### src/pkg/flash_burst_map.svh
// Purpose: offsets, field positions, reset values and counts of the burst configuration block
// Assumes: included by bare name wherever a design file needs a constant
// Notes: definitions only
`ifndef FLASH_BURST_MAP_SVH
`define FLASH_BURST_MAP_SVH
// configuration value as latched from address bits 19..12
`define CFG_ADDR_HI 19
`define CFG_ADDR_LO 12
`define CFG_RESET 8'hE5
`define CFG_ASYNC_BIT 7
`define CFG_RDY_BIT 6
`define CFG_EDGE_BIT 5
`define CFG_WRAP_HI 4
`define CFG_WRAP_LO 3
`define CFG_WAIT_HI 2
`define CFG_WAIT_LO 0
// command sequence
`define CMD_ADDR_HI 11
`define CMD_ADDR_A 12'h555
`define CMD_ADDR_B 12'h2AA
`define CMD_DATA_A 8'hAA
`define CMD_DATA_B 8'h55
`define CMD_DATA_CFG 8'hC0
// initial access counts, in clock cycles
`define WAIT_BASE 4'h2
`define WAIT_RSVD 4'h7
`define WAIT_EXTRA 4'h2
`define WAIT_CODE_MIN 3'h0
`define WAIT_CODE_MAX 3'h5
// boundary start words 3Eh and 3Fh share bits 5..1
`define EDGE_WORD_HI 5
`define EDGE_WORD_LO 1
`define EDGE_WORD 5'h1F
`define GROUP_BITS 6
// widths and depths
`define ADDR_W 22
`define DATA_W 16
`define FIFO_DEPTH 16
`endif

### src/pkg/flash_burst_pkg.sv
// Purpose: types shared by the burst configuration block
// Assumes: nothing
// Notes: constants live in flash_burst_map.svh
package flash_burst_pkg;
	// burst wrap kinds as coded in the configuration value
	typedef enum logic [1:0] {
		WRAP_CONT = 2'h0,
		WRAP_8 = 2'h1,
		WRAP_16 = 2'h2,
		WRAP_32 = 2'h3
	} wrap_t;
	// command sequence tracker, one-hot
	typedef enum logic [2:0] {
		CMD_IDLE = 3'h1,
		CMD_UNL1 = 3'h2,
		CMD_UNL2 = 3'h4
	} cmd_state_t;
	// burst engine, one-hot
	typedef enum logic [2:0] {
		BST_IDLE = 3'h1,
		BST_WAIT = 3'h2,
		BST_RUN = 3'h4
	} burst_state_t;
endpackage : flash_burst_pkg

### src/hw/flash_burst_config.sv
// Purpose: burst configuration register and the synchronous burst read it steers
// Assumes: array data is readable in the cycle its address is shown
// Notes: falling-edge output is left to the pad stage via active_edge_rise
`timescale 1ns/1ps
`include "flash_burst_map.svh"
module flash_burst_config (
	input wire logic clk,
	input wire logic rst,
	input wire logic reduced_handshake,
	input wire logic wr_en,
	input wire logic [`ADDR_W-1:0] wr_addr,
	input wire logic [`DATA_W-1:0] wr_data,
	input wire logic array_busy,
	input wire logic chip_enable_n,
	input wire logic address_valid_strobe_n,
	input wire logic [`ADDR_W-1:0] start_addr,
	input wire logic burst_hold,
	output logic [`ADDR_W-1:0] array_addr,
	input wire logic [`DATA_W-1:0] array_data,
	output logic [`DATA_W-1:0] burst_data,
	output logic rdy_o,
	output logic rdy_oe,
	output logic sync_mode,
	output logic active_edge_rise,
	output logic cfg_loaded
);
	logic [7:0] cfg_q;
	logic loaded_q;
	flash_burst_pkg::cmd_state_t cmd_q;
	flash_burst_pkg::burst_state_t st_q;
	logic [3:0] lat_q;
	logic [`ADDR_W-1:0] ptr_q;
	logic [`ADDR_W-1:0] ptr_next;
	logic [`DATA_W-1:0] dout_q;
	logic dvalid_q;
	logic [2:0] wait_code;
	flash_burst_pkg::wrap_t wrap;
	logic sync_ok;
	logic start;
	logic cfg_hit;
	logic [3:0] lat_total;
	logic fetch;
	logic fetch_ready;
	logic [`ADDR_W-1:0] fetch_addr;
	logic pop_ok;
	logic pop;
	logic fifo_valid;
	logic [`DATA_W-1:0] fifo_data;
	logic rdy_with_data;
	logic [3:0] since_q;
	logic [3:0] exp_q;

	// initial access cycles for a wait code; reserved codes run as the slowest setting
	function automatic logic [3:0] wait_cycles(input logic [2:0] code);
		if (code > `WAIT_CODE_MAX) begin
			return `WAIT_RSVD;
		end
		return `WAIT_BASE + 4'(code);
	endfunction : wait_cycles

	// boundary start words cost extra cycles only with reduced handshaking
	function automatic logic [3:0] first_latency(input logic [2:0] code, input logic red,
		input logic [`ADDR_W-1:0] a);
		logic edge_word;
		edge_word = a[`EDGE_WORD_HI:`EDGE_WORD_LO] == `EDGE_WORD;
		if (red && edge_word) begin
			return wait_cycles(code) + `WAIT_EXTRA;
		end
		return wait_cycles(code);
	endfunction : first_latency

	// field decode of the live configuration
	assign wait_code = cfg_q[`CFG_WAIT_HI:`CFG_WAIT_LO];
	assign wrap = flash_burst_pkg::wrap_t'(cfg_q[`CFG_WRAP_HI:`CFG_WRAP_LO]);
	assign sync_ok = loaded_q && !cfg_q[`CFG_ASYNC_BIT];
	assign sync_mode = sync_ok;
	assign active_edge_rise = cfg_q[`CFG_EDGE_BIT];
	assign cfg_loaded = loaded_q;
	// a two-cycle wait leaves no room for an early ready
	assign rdy_with_data = cfg_q[`CFG_RDY_BIT] || wait_code == `WAIT_CODE_MIN;

	// third write of the sequence
	assign cfg_hit = wr_en && cmd_q == flash_burst_pkg::CMD_UNL2
		&& wr_addr[`CMD_ADDR_HI:0] == `CMD_ADDR_A
		&& wr_data[7:0] == `CMD_DATA_CFG;

	// command sequence tracker; any stray write falls back to idle
	always_ff @(posedge clk or posedge rst) begin
		if (rst) begin
			cmd_q <= flash_burst_pkg::CMD_IDLE;
		end else if (wr_en) begin
			unique case (cmd_q)
				flash_burst_pkg::CMD_IDLE: begin
					if (wr_addr[`CMD_ADDR_HI:0] == `CMD_ADDR_A && wr_data[7:0] == `CMD_DATA_A) begin
						cmd_q <= flash_burst_pkg::CMD_UNL1;
					end
				end
				flash_burst_pkg::CMD_UNL1: begin
					if (wr_addr[`CMD_ADDR_HI:0] == `CMD_ADDR_B && wr_data[7:0] == `CMD_DATA_B) begin
						cmd_q <= flash_burst_pkg::CMD_UNL2;
					end else begin
						cmd_q <= flash_burst_pkg::CMD_IDLE;
					end
				end
				flash_burst_pkg::CMD_UNL2: begin
					cmd_q <= flash_burst_pkg::CMD_IDLE;
				end
				default: begin
					cmd_q <= flash_burst_pkg::CMD_IDLE;
				end
			endcase
		end
	end

	// configuration register; a load during a busy array operation is dropped
	always_ff @(posedge clk or posedge rst) begin
		if (rst) begin
			cfg_q <= `CFG_RESET;
			loaded_q <= 1'b0;
		end else if (cfg_hit && !array_busy) begin
			cfg_q <= wr_addr[`CFG_ADDR_HI:`CFG_ADDR_LO];
			loaded_q <= 1'b1;
		end
	end

	// a low strobe with the chip selected opens a burst once burst mode is loaded
	assign start = !address_valid_strobe_n && !chip_enable_n && sync_ok;
	assign lat_total = first_latency(wait_code, reduced_handshake, start_addr);

	// burst engine state and initial wait count
	always_ff @(posedge clk or posedge rst) begin
		if (rst) begin
			st_q <= flash_burst_pkg::BST_IDLE;
			lat_q <= '0;
		end else if (chip_enable_n || !sync_ok) begin
			st_q <= flash_burst_pkg::BST_IDLE;
			lat_q <= '0;
		end else if (start) begin
			st_q <= flash_burst_pkg::BST_WAIT;
			lat_q <= lat_total - `WAIT_BASE;
		end else begin
			unique case (st_q)
				flash_burst_pkg::BST_IDLE: begin
					st_q <= flash_burst_pkg::BST_IDLE;
				end
				flash_burst_pkg::BST_WAIT: begin
					if (lat_q == '0) begin
						st_q <= flash_burst_pkg::BST_RUN;
					end else begin
						lat_q <= lat_q - 4'h1;
					end
				end
				flash_burst_pkg::BST_RUN: begin
					st_q <= flash_burst_pkg::BST_RUN;
				end
				default: begin
					st_q <= flash_burst_pkg::BST_IDLE;
				end
			endcase
		end
	end

	// fetch starts in the strobe cycle so a two-cycle wait still has data
	assign fetch_addr = start ? start_addr : ptr_q;
	assign fetch = start || st_q != flash_burst_pkg::BST_IDLE;
	assign array_addr = fetch_addr;

	burst_addr_step u_step (
		.addr(fetch_addr),
		.wrap(wrap),
		.next(ptr_next)
	);

	// address pointer walks whenever a fetch finds the buffer ready
	always_ff @(posedge clk or posedge rst) begin
		if (rst) begin
			ptr_q <= '0;
		end else if (fetch && fetch_ready) begin
			ptr_q <= ptr_next;
		end else if (start) begin
			ptr_q <= start_addr;
		end
	end

	// buffer absorbs fetch while the host holds the burst
	burst_fifo #(
		.WIDTH(`DATA_W),
		.DEPTH(`FIFO_DEPTH)
	) u_fifo (
		.clk(clk),
		.rst(rst),
		.flush(start || chip_enable_n),
		.in_valid(fetch && !chip_enable_n),
		.in_ready(fetch_ready),
		.in_data(array_data),
		.out_valid(fifo_valid),
		.out_ready(pop),
		.out_data(fifo_data)
	);

	// words leave once the initial wait has run out
	assign pop_ok = st_q == flash_burst_pkg::BST_RUN
		|| (st_q == flash_burst_pkg::BST_WAIT && lat_q == '0);
	assign pop = pop_ok && fifo_valid && !burst_hold && !start && !chip_enable_n;

	// output word register; a held cycle shows no valid data
	always_ff @(posedge clk or posedge rst) begin
		if (rst) begin
			dout_q <= '0;
			dvalid_q <= 1'b0;
		end else begin
			dvalid_q <= pop;
			if (pop) dout_q <= fifo_data;
		end
	end
	assign burst_data = dout_q;

	// ready pin: driven in burst mode, released like open drain otherwise
	always_comb begin
		rdy_oe = sync_ok;
		rdy_o = rdy_with_data ? dvalid_q : pop;
		if (!sync_ok) rdy_o = 1'b0;
	end

	// helper for latency checks: cycles since the strobe and the expected total
	always_ff @(posedge clk or posedge rst) begin
		if (rst) begin
			since_q <= '0;
			exp_q <= '0;
		end else if (start) begin
			since_q <= 4'h1;
			exp_q <= lat_total;
		end else if (since_q != 4'hF) begin
			since_q <= since_q + 4'h1;
		end
	end
endmodule : flash_burst_config

### src/hw/burst_fifo.sv
// Purpose: word buffer between array fetch and burst output
// Assumes: single clock, flush empties it in one cycle
// Notes: a push in the flush cycle is kept as the only word
`timescale 1ns/1ps
module burst_fifo #(
	parameter int WIDTH = 16,
	parameter int DEPTH = 16
) (
	input wire logic clk,
	input wire logic rst,
	input wire logic flush,
	input wire logic in_valid,
	output logic in_ready,
	input wire logic [WIDTH-1:0] in_data,
	output logic out_valid,
	input wire logic out_ready,
	output logic [WIDTH-1:0] out_data
);
	localparam int AW = $clog2(DEPTH);
	logic [WIDTH-1:0] mem [DEPTH];
	logic [AW-1:0] wr_q;
	logic [AW-1:0] rd_q;
	logic [AW:0] cnt_q;
	logic push;
	logic pop;

	// honest full and empty from the word count; a flush frees room so a restart is never refused
	assign in_ready = flush || cnt_q != (AW+1)'(DEPTH);
	assign out_valid = cnt_q != '0;
	assign out_data = mem[rd_q];
	assign push = in_valid && in_ready;
	assign pop = out_valid && out_ready && !flush;

	// storage
	always_ff @(posedge clk) begin
		if (push) begin
			mem[flush ? rd_q : wr_q] <= in_data;
		end
	end

	// pointers and count
	always_ff @(posedge clk or posedge rst) begin
		if (rst) begin
			wr_q <= '0;
			rd_q <= '0;
			cnt_q <= '0;
		end else if (flush) begin
			wr_q <= push ? rd_q + 1'b1 : rd_q;
			cnt_q <= push ? (AW+1)'(1) : '0;
		end else begin
			if (push) wr_q <= wr_q + 1'b1;
			if (pop) rd_q <= rd_q + 1'b1;
			cnt_q <= cnt_q + (AW+1)'(push) - (AW+1)'(pop);
		end
	end
endmodule : burst_fifo

### src/hw/burst_addr_step.sv
// Purpose: next burst word address for the selected wrap kind
// Assumes: wrap groups are aligned to their own size
// Notes: continuous mode rolls over from the top word to zero
`timescale 1ns/1ps
`include "flash_burst_map.svh"
module burst_addr_step (
	input wire logic [`ADDR_W-1:0] addr,
	input wire flash_burst_pkg::wrap_t wrap,
	output logic [`ADDR_W-1:0] next
);
	logic [`ADDR_W-1:0] mask;
	logic [`ADDR_W-1:0] inc;

	// bits that may move; groups of 8, 16, 32 never leave their 64-word block
	always_comb begin
		unique case (wrap)
			flash_burst_pkg::WRAP_8: mask = `ADDR_W'(8'h07);
			flash_burst_pkg::WRAP_16: mask = `ADDR_W'(8'h0F);
			flash_burst_pkg::WRAP_32: mask = `ADDR_W'(8'h1F);
			flash_burst_pkg::WRAP_CONT: mask = '1;
		endcase
	end
	assign inc = addr + `ADDR_W'(1);
	assign next = (addr & ~mask) | (inc & mask);
endmodule : burst_addr_step

### config.mk
export PLATFORM = sky130hd
export DESIGN_NAME = flash_burst_config
export DESIGN_NICKNAME = d
export VERILOG_FILES = /design/src/pkg/flash_burst_pkg.sv /design/src/hw/flash_burst_config.sv /design/src/hw/burst_fifo.sv /design/src/hw/burst_addr_step.sv
export VERILOG_INCLUDE_DIRS = /design/src /design/src/pkg
export SDC_FILE = /design/constraint.sdc
export NUM_CORES = 1
export LEC_CHECK = 0
export BUFFER_PORTS_ARGS = -buffer_cell sky130_fd_sc_hd__buf_2
export CORE_UTILIZATION = 40
export DETAILED_ROUTE_END_ITERATION = 8
export SKIP_CTS_REPAIR_TIMING = 1
export SYNTH_ARGS = -nofsm -noshare
export SYNTH_HDL_FRONTEND = slang
export SYNTH_SLANG_ARGS = --single-unit
### constraint.sdc
create_clock -name clk -period 7.8 [get_ports clk]
set_clock_uncertainty 0.05 [all_clocks]
set_input_delay 0.39 -clock clk [delete_from_list [all_inputs] [get_ports clk]]
set_output_delay 0.39 -clock clk [all_outputs]
set_load 0.01 [all_outputs]
==> out/metrics.yaml, run 1 <==
yosys:
  synth_area_leader_cell: "edfxtp_1"
  postSynthAreaPerCell_sq_um: 17.3
  synthSimpleGateAreaFrac: 0.0751
  synth_compound_area_frac: 0.0218
  synthDominantCellAreaShare: 0.553
  async_reset_ff_frac: 0.217
  synth_fa_ha_area_frac: 0.0140
  ys_ff_latch: 327
  synth_cells: 802
  ys_types: 66
  yosysWarnings: 0
  syn-num-nets: 901
  seq_area_frac_synth: 0.682
  synth_mux_area_frac: 0.166
  synth_xor_area_frac: 0.0221
  synth_edf_count: 256
  synth_top_family_by_area: "multiplexers"
  yosys-top-cells-area: "edfxtp_1 55%, mux4_2 13%, dfrtp_1 12%"
  syn_area_sq_um: 13900
  synthFlopType: "edfxtp_1"
global_route:
  antenna_found_initial: 0
  grt_pass1_wl_um: 46600
  grt_usage: 0.174
  grt_max_degree: 73
  grt_pass1_vias: 7630
  grt.overflow.total: 0
routing:
  ant_nets: 0
  drc_errors: 0
  drt_wl_total_um: 30200
  wl_per_cell_um: 21.3
  first_pass_iters: 5
  vias: 7533
  vias_per_cell: 5.32
  drtIter0Drc: 557
finish:
  ff_latch_area_sq_um: 9480
  multiInputGateArea_sq_um: 4210
  fin_util: 0.477
  fillers: 2891
  nets: 1043
  synthToLayoutAreaGrowth_pct: 16.2
  layout-drive-gt1-share: 0.347
sta:
  setup_violations: 0
  fin_crit_ns: 3.65
  slew_violations: 0
  fmax_ghz: 0.274
  slew-limit-headroom: 0.183
  worstMarginPinSlew_ns: 1.22
  hold_violations: 0
  rsz0062_at_grt: "false"
  fin_crit_sh: 0.468
  setup_tns_ns: 0
setup_path:
  crit_required_ns: 8.14
  startpoint: "cfg_q[7]$_DFFE_PP1P_"
  reg2reg_slack_ns: 4.15
  worst_path_max_delay_cell: "dfstp_2"
  end_kind: "register"
  worstPathMaxFanout: 19
  crit_path_end: "u_fifo.cnt_q[4]$_DFF_PP0_"
  path_common_cell: "inv_1"
  cp_data_arrival_time_ns: 3.99
  crit_type: "register to register"
  cp-start-kind: "register"
  critPathMaxStageDelay_ns: 0.57
  crit_chain: "nand2b_1, o21a_1, o2111ai_1, inv_2, ha_1, inv_1, ha_1, inv_1, fa_1, inv_1, a21oi_1, nor2_1, or3_1, a21oi_1"
  r2r-start: "cfg_q[7]$_DFFE_PP1P_"
  r2r_end: "u_fifo.cnt_q[4]$_DFF_PP0_"
  ff2ff_path_depth: 14
floorplan:
  die_area_sq_um: 35500
  chipHeight_um: 188
  die_w_um: 188
  row_count: 67
  num_io_pins: 127
  start_util: 0.410
  core_sq_um: 33900
power_and_ir_drop:
  peakVddDrop_uv: 187
  power.density_nw_per_um2: 214
  p_leak_nw: 5.80
clock_network:
  cts_buffers: 34
  path_clk_slew_ns: 0.06
  tritoncts: "built"
  clk_path_buf_depth: 3
  clk_latency_ns: 0.52
  cts_sinks: 327
  htreeDepth: 2
  cts_root_buf: "clkbuf_16"
place:
  place_congestion: 0.773
  port_buffers: 116
  dpl.hpwl_um: 17800
status:
  run_status: "finished clean"
job:
  max-cap-violations: 0
min_path:
  hold_class: "input port to register"
[worst min path at each step]
| stage | from | cells after the start | to |
|---|---|---|---|
| 3_3_place_gp | burst_data[7]$_DFFE_PP0N_ | 1 | burst_data[7]$_DFFE_PP0N_ |
| 3_5_place_dp | burst_data[11]$_DFFE_PP0N_ | 1 | burst_data[11]$_DFFE_PP0N_ |
| 2_1_floorplan | cmd_q[0]$_DFFE_PP1P_ | 1 | cmd_q[0]$_DFFE_PP1P_ |
| 6_report | wr_addr[14] | 2 | cfg_q[2]$_DFFE_PP1P_ |
| 5_1_grt | wr_addr[13] | 2 | cfg_q[1]$_DFFE_PP0P_ |
| 4_1_cts | rst | 2 | burst_data[11]$_DFFE_PP0N_ |
[where the power goes]
part / internal, mW / switching, mW
clock network: 0.820 / 0.663
registers: 1.89 / 0.00569
logic: 0.0253 / 0.0481
[registers in the layout, summed over array words and instances (netlist names)]
| register | count |
|---|---|
| u_fifo.wr_q | 4 |
| cfg_q | 8 |
| lat_q | 4 |
| burst_data | 16 |
| st_q | 3 |
| u_fifo.rd_q | 4 |
| dvalid_q | 1 |
| cfg_loaded | 1 |
| u_fifo.mem | 256 |
| cmd_q | 3 |
| ptr_q | 22 |
| u_fifo.cnt_q | 5 |
[cell families (layout without fill, tap and decap cells)]
kind of cell / after synthesis / in the layout
compound gates: 47 / 47
xor+xnor: 35 / 35
fa+ha+maj: 15 / 15
buf+inv: 63 / 229
flops: 327 / 327
mux: 124 / 124
other cells: 0 / 1
simple gates: 191 / 191
[per-stage QoR]
step	hold slack, ns	cells	setup slack (ns)	power (mW)	instance area, sq um
2_1_floorplan	0.417	802	4.78	1.96	13900
3_3_place_gp	0.436	1355	4.12	2.00	15100
3_5_place_dp	0.442	1355	4.10	2.00	15100
4_1_cts	-0.0727	1415	4.07	3.49	16100
5_1_grt	0.0505	1416	3.84	3.57	16100
6_report	0.0619	1417	4.15	3.45	16100
[Yosys cell counts, drive strengths merged, types with 14 or more instances]
cell type	number
mux4	80
nor2	28
ha	14
edfxtp	256
xnor2	26
nand2	58
dfrtp	64
nor3	16
buf	19
inv	27
clkbuf	16
mux2	31
nand3	29
[per-layer routing]
metal	wire length, um	global-route usage	up-vias	part of all wire
met2	14000	0.276	244	0.46
met4	422	0.0397	0	0.014
met5	0	0	-	0
li1	-	-	3454	-
met3	1890	0.0279	34	0.063
met1	13800	0.255	3801	0.46
[cell usage in the layout (no fill, tap or decap), types with 6 or more instances in the layout]
cell type,synthesis,final
a21oi_1,12,12
and4_1,6,6
buf_2,13,116
buf_4,4,24
clkbuf_16,0,34
clkinv_1,1,10
clkinv_2,0,9
dfrtp_1,64,62
dfstp_2,7,7
edfxtp_1,256,256
ha_1,14,14
inv_1,26,25
mux2_2,29,29
mux2i_1,12,12
mux4_2,80,80
nand2_1,57,57
nand2b_1,7,7
nand3_1,29,29
nand4_1,12,12
nor2_1,28,21
nor2_2,0,7
nor3_1,16,7
nor3_2,0,9
o21ai_0,8,8
xnor2_1,26,26
xor2_1,9,9
[cell type report]
cell class	count	share of cell area
antenna	1	0.000155
timing repair buffer	141	0.0477
sequential	327	0.587
clock buffer	40	0.0547
tap	448	0.0347
clock inverter	20	0.00821
multi-input combinational	412	0.261
inverter	28	0.00659
[worst max-delay path: cells and delay by family, from the launching register on]
family                   cells  cell delay [ns]
adder cells (fa/ha/maj)      3             0.89
AO/OA/AOI/OAI                4             0.79
buffers and inverters        4             0.75
flip-flops                   1             0.57
AND/OR/NAND/NOR              3             0.46
(Power assumes the default switching activity.)
==> inputs of run 2 (changes only) <==
--- a/config.mk
+++ b/config.mk
@@ -6,6 +6,7 @@
 export SDC_FILE = /design/constraint.sdc
 export NUM_CORES = 1
 export LEC_CHECK = 0
+export ABC_AREA = 1
 export BUFFER_PORTS_ARGS = -buffer_cell sky130_fd_sc_hd__buf_2
 export CORE_UTILIZATION = 40
 export DETAILED_ROUTE_END_ITERATION = 8
==> constraint.sdc (replaced) <==
create_clock -name clk -period 3.4 [get_ports clk]
set_clock_uncertainty 0.05 [all_clocks]
set_input_delay 0.17 -clock clk [delete_from_list [all_inputs] [get_ports clk]]
set_output_delay 0.17 -clock clk [all_outputs]
set_load 0.01 [all_outputs]
==> run 2 against run 1 <==
The flow now finishes with violations (hold timing); clock power rose to 2.7 times the previous value; total power rose to 3.2 times the previous value; design area rose by 5.4%; critical path type is now register to output pin; cell count rose by 35%; sequential power rose by 150%; clock-buffer cell count rose by 7; worst setup slack got worse by 3.7 ns; die area rose by 2.4%; wire length rose by 12%.
==> out/metrics.yaml, run 2 <==
place:
  port_buffers: 116
  dpl.hpwl_um: 20600
  place_congestion: 0.808
  dp.cells: 1809
setup_path:
  crit_type: "register to output pin"
  cp-start-kind: "register"
  r2r-start: "lat_q[0]$_DFFE_PP0P_"
  end_kind: "output pin"
  worst_path_max_delay_cell: "inv_1"
  cp_data_arrival_time_ns: 2.73
  critPathMaxStageDelay_ns: 0.40
  r2r_end: "u_fifo.cnt_q[4]$_DFF_PP0_"
  crit_buf_inv: 4
  cp_top_family: "buffers and inverters"
  crit_required_ns: 3.18
  crit_chain: "inv_1, ha_1, nand2_1, nand2_1, o211ai_1, nor3_2, buf_4, inv_1, a21oi_1, buf_2"
  ff2ff_path_depth: 17
  reg2reg_slack_ns: 0.74
  worstPathMaxFanout: 21
yosys:
  postSynthAreaPerCell_sq_um: 11.2
  ys_types: 36
  synthTopCellsByCount: "256 x edfxtp_1, 188 x nor2_1, 178 x nand2_1"
  synthDominantCellAreaShare: 0.540
  seq_area_frac_synth: 0.666
  synth_area_leader_cell: "edfxtp_1"
  yosysWarnings: 0
  synthFlopType: "edfxtp_1"
  ys_ff_latch: 327
  syn-num-nets: 1372
  yosys-top-cells-area: "edfxtp_1 54%, dfrtp_1 11%, o21ai_0 5.5%"
  synth_most_common_cell: "edfxtp_1"
  syn_area_sq_um: 14200
  synth_edf_count: 256
  synth_cells: 1273
  async_reset_ff_frac: 0.217
min_path:
  whs_path_depth: 5
  min_to: "ptr_q[18]$_DFF_PP0_"
  hold_class: "input port to register"
  min_from: "start_addr[18]"
finish:
  fillers: 3106
  synthToLayoutAreaGrowth_pct: 19.6
  largest_register: "u_fifo.mem"
  ff_latch_area_sq_um: 9480
  layout-drive-gt1-share: 0.187
  diodes: 0
  final_common_cell: "edfxtp_1"
  largest_reg_flops: 256
  nets: 1523
  finalNonFillerCells: 1906
  final_cell_mix: "256 x edfxtp_1, 178 x nand2_1, 172 x nor2_1, 157 x o21ai_0, 116 x buf_2"
  multiInputGateArea_sq_um: 4190
floorplan:
  die_area_sq_um: 36300
  num_io_pins: 127
  chipHeight_um: 191
  core_sq_um: 34800
  start_util: 0.409
  row_count: 68
  die_w_um: 191
sta:
  slew_violations: 0
  fmax_ghz: 0.339
  setup_violations: 0
  slew-limit-headroom: 0.479
  timing.hold.ws_ns: -0.0288
  worstMarginPinSlew_ns: 0.780
  hold_violations: 4
  setup_tns_ns: 0
  rsz0062_at_grt: "false"
  fin_crit_sh: 0.868
  fin_crit_ns: 2.95
routing:
  vias: 10000
  drt_wl_total_um: 33900
  drtIter0Drc: 667
  drc_errors: 0
  vias_per_cell: 5.25
  first_pass_iters: 5
  wl_per_cell_um: 17.8
  ant_nets: 0
status:
  run_status: "finished with violations"
  violations: "hold timing"
power_and_ir_drop:
  peakVddDrop_uv: 383
  power.density_nw_per_um2: 645
  p_leak_nw: 6.48
global_route:
  grt.overflow.total: 0
  grt_pass1_vias: 9445
  grt_max_degree: 132
  antenna_found_initial: 0
  grt_pass1_wl_um: 52800
  grt_usage: 0.187
clock_network:
  htreeDepth: 2
  tritoncts: "built"
  cts_root_buf: "clkbuf_16"
  cts_sinks: 327
  clk_path_buf_depth: 3
  clk_latency_ns: 0.53
  cts_buffers: 37
  path_clk_slew_ns: 0.05
job:
  max-cap-violations: 0
run 2: per-stage QoR:
stage / area, sq um / hold slack (ns) / utilization / power, mW / setup slack [ns]
6_report: 17000 / -0.0288 / 0.489 / 11.0 / 0.450
5_1_grt: 17000 / 0.00131 / 0.489 / 11.6 / 0.134
3_3_place_gp: 15500 / 0.136 / 0.445 / 7.03 / 0.699
4_1_cts: 16700 / -0.405 / 0.480 / 11.1 / 0.399
2_1_floorplan: 14200 / 0.193 / - / 6.26 / 0.682
3_5_place_dp: 15500 / 0.139 / 0.445 / 7.07 / 0.685
run 2: cells by family after synthesis:
kind of cell    count (synthesis)  share of synthesized area
simple gates                  490                      0.149
flops                         327                      0.666
xor+xnor                       21                     0.0129
compound gates                275                      0.115
fa+ha+maj                      15                     0.0137
buf+inv                       145                     0.0434
run 2: power breakdown:
part	leakage [nW]	internal (mW)	switching [mW]
Clock	0.594	2.41	1.56
Sequential	3.19	4.54	0.0961
Combinational	2.69	0.752	1.62
run 2: final cells by class:
class,instances,share of cell area
clock buffer,47,0.0590
clock inverter,19,0.0126
inverter,77,0.0171
multi-input combinational,801,0.246
sequential,327,0.557
tap,455,0.0334
timing repair buffer,180,0.0750
run 2: worst max path at each step:
stage | endpoint | startpoint | depth (start not counted) | slack, ns
final | rdy_o | lat_q[0]$_DFFE_PP0P_ | 10 | 0.45
after CTS | rdy_o | lat_q[0]$_DFFE_PP0P_ | 10 | 0.40
after detailed placement | u_fifo.mem[6][15]$_DFFE_PP_ | chip_enable_n | 11 | 0.68
after global routing | rdy_o | st_q[2]$_DFFE_PP0P_ | 9 | 0.13
after floorplan | u_fifo.cnt_q[4]$_DFF_PP0_ | lat_q[0]$_DFFE_PP0P_ | 18 | 0.68
after global placement | u_fifo.mem[6][0]$_DFFE_PP_ | chip_enable_n | 11 | 0.70
run 2: worst reg2reg max path, stage by stage (launching register included):
cell,delay (ns)
dfrtp_1,0.37
inv_1,0.09
ha_1,0.19
nand2_1,0.09
nand2_1,0.07
o211ai_1,0.11
nor3_2,0.16
ha_1,0.26
inv_1,0.06
ha_1,0.16
inv_1,0.05
fa_1,0.39
nor2_1,0.13
nor2_1,0.05
nor2_1,0.08
nor2_1,0.05
xor2_1,0.13
nor2_1,0.05
run 2: metal layers:
metal / GRT usage / up-vias / routed length, um / share of wire
li1: - / 4832 / - / -
met1: 0.266 / 4872 / 15700 / 0.46
met2: 0.304 / 263 / 15900 / 0.47
met3: 0.0287 / 36 / 1870 / 0.055
met4: 0.0388 / 0 / 473 / 0.014
met5: 0 / - / 0 / 0
==> inputs of run 3 (changes only) <==
==> constraint.sdc (replaced) <==
create_clock -name clk -period 3.2 [get_ports clk]
set_clock_uncertainty 0.05 [all_clocks]
set_input_delay 0.16 -clock clk [delete_from_list [all_inputs] [get_ports clk]]
set_output_delay 0.16 -clock clk [all_outputs]
set_load 0.01 [all_outputs]
==> run 3 against run 2 <==
The flow still finishes with violations (hold timing); global-route usage down 0.17 points; clock power up 2%; largest cell class unchanged; cell count up 0.26%; total power up 4.5%; combinational power up 5%; sequential power up 6.3%; die area unchanged; register-to-register slack worse by 0.21 ns; design area down 0.68%; worst setup slack better by 0.025 ns; first-iteration DRC count up 3.9%.
==> out/metrics.yaml, run 3 (same netlist as run 2, synthesis figures left out) <==
clock_network:
  path_clk_slew_ns: 0.06
  cts_sinks: 327
  clk_latency_ns: 0.52
  htreeDepth: 2
  clk_path_buf_depth: 3
  tritoncts: "built"
  cts_root_buf: "clkbuf_16"
  cts_buffers: 37
floorplan:
  start_util: 0.409
  core_sq_um: 34800
  die_area_sq_um: 36300
  num_io_pins: 127
  chipHeight_um: 191
  die_w_um: 191
  row_count: 68
setup_path:
  crit_type: "register to output pin"
  crit_required_ns: 2.99
  ff2ff_path_depth: 16
  worstPathMaxFanout: 21
  end_kind: "output pin"
  cp_data_arrival_time_ns: 2.51
  cp-start-kind: "register"
  r2r-start: "st_q[2]$_DFFE_PP0P_"
  r2r_end: "u_fifo.cnt_q[4]$_DFF_PP0_"
  reg2reg_slack_ns: 0.53
routing:
  ant_nets: 0
  drtIter0Drc: 693
  drc_errors: 0
  first_pass_iters: 5
  drt_wl_total_um: 33800
  vias: 9971
  vias_per_cell: 5.22
  wl_per_cell_um: 17.7
power_and_ir_drop:
  peakVddDrop_uv: 502
  p_leak_nw: 6.45
  power_mw: 11.5
  power.density_nw_per_um2: 679
min_path:
  min_to: "ptr_q[18]$_DFF_PP0_"
  min_from: "start_addr[18]"
  whs_path_depth: 5
  hold_class: "input port to register"
global_route:
  grt_pass1_vias: 9615
  grt_usage: 0.186
  grt.overflow.total: 0
  antenna_found_initial: 0
  grt_pass1_wl_um: 52500
  grt_max_degree: 132
place:
  place_congestion: 0.798
  port_buffers: 116
  dpl.hpwl_um: 20400
sta:
  fmax_ghz: 0.367
  hold_violations: 2
  slew_violations: 0
  rsz0062_at_grt: "false"
  worstMarginPinSlew_ns: 1.02
  setup_tns_ns: 0
  fin_crit_ns: 2.72
  timing.hold.ws_ns: -0.0220
  fin_crit_sh: 0.852
  setup_violations: 0
  slew-limit-headroom: 0.322
finish:
  diodes: 0
  final_common_cell: "edfxtp_1"
  largest_reg_flops: 256
  final_cell_mix: "256 x edfxtp_1, 178 x nand2_1, 172 x nor2_1, 157 x o21ai_0, 116 x buf_2"
  synthToLayoutAreaGrowth_pct: 18.8
  fillers: 3101
  nets: 1526
  largest_register: "u_fifo.mem"
  ff_latch_area_sq_um: 9480
  layout-drive-gt1-share: 0.189
  multiInputGateArea_sq_um: 4190
status:
  violations: "hold timing"
  run_status: "finished with violations"
job:
  max-cap-violations: 0
-- run 3: cell count changes in the layout (fill, tap and decap cells not counted) --
cell | before | now
buf_12 | 11 | 4
buf_4 | 22 | 31
clkbuf_1 | 7 | 8
clkinv_1 | 12 | 11
bufinv_16 | 4 | 2
clkinvlp_4 | 0 | 1
clkinv_2 | 4 | 9
inv_8 | 1 | 0
dlygate4sd3_1 | 31 | 32
clkbuf_8 | 2 | 1
-- run 3: layout make-up --
class | count | area share
Inverter | 77 | 0.0172
Timing Repair Buffer | 183 | 0.0718
Sequential cell | 327 | 0.561
Tap cell | 455 | 0.0337
Clock buffer | 47 | 0.0588
Clock inverter | 21 | 0.0102
Multi-Input combinational cell | 801 | 0.248
-- run 3: worst max-delay path by stage --
stage	endpoint	start	slack (ns)
2_1_floorplan	u_fifo.cnt_q[4]$_DFF_PP0_	lat_q[0]$_DFFE_PP0P_	0.48
3_3_place_gp	u_fifo.cnt_q[4]$_DFF_PP0_	st_q[2]$_DFFE_PP0P_	0.57
3_5_place_dp	u_fifo.mem[12][0]$_DFFE_PP_	cfg_q[7]$_DFFE_PP1P_	0.57
4_1_cts	rdy_o	st_q[2]$_DFFE_PP0P_	0.49
5_1_grt	u_fifo.cnt_q[4]$_DFF_PP0_	st_q[2]$_DFFE_PP0P_	0.26
6_report	rdy_o	st_q[2]$_DFFE_PP0P_	0.48
-- run 3: stage by stage --
step / setup WS (ns) / std cells / util / hold WS (ns) / instance area (sq um)
final: 0.475 / 1911 / 0.486 / -0.0220 / 16900
after global placement: 0.571 / 1811 / 0.443 / 0.314 / 15400
after global routing: 0.261 / 1911 / 0.486 / 0.00237 / 16900
after CTS: 0.488 / 1879 / 0.477 / -0.229 / 16600
after detailed placement: 0.570 / 1811 / 0.443 / 0.306 / 15400
after floorplan: 0.482 / 1273 / - / 0.183 / 14200
-- run 3: report_power, final --
group / leakage [nW] / switching (mW) / internal (mW)
logic: 2.68 / 1.71 / 0.796
registers: 3.19 / 0.101 / 4.83
clock network: 0.571 / 1.66 / 2.38
total: 6.45 / 3.48 / 8.00
-- run 3: worst max-delay path, stage by stage (launching register included) --
cell and delay, ns:
dfrtp_1 0.39, nor3_1 0.27, inv_1 0.09, nand2_1 0.08, o211ai_1 0.11, nor3_2 0.16, buf_4 0.29, inv_1 0.06
buf_4 0.22, a21oi_1 0.15, buf_2 0.15
-- run 3: layer usage --
metal / GRT usage / vias to the layer above / share of wire
met4: 0.0434 / 0 / 0.015
met5: 0 / - / 0
met1: 0.253 / 4838 / 0.46
li1: - / 4838 / -
met2: 0.315 / 255 / 0.48
met3: 0.0247 / 40 / 0.049
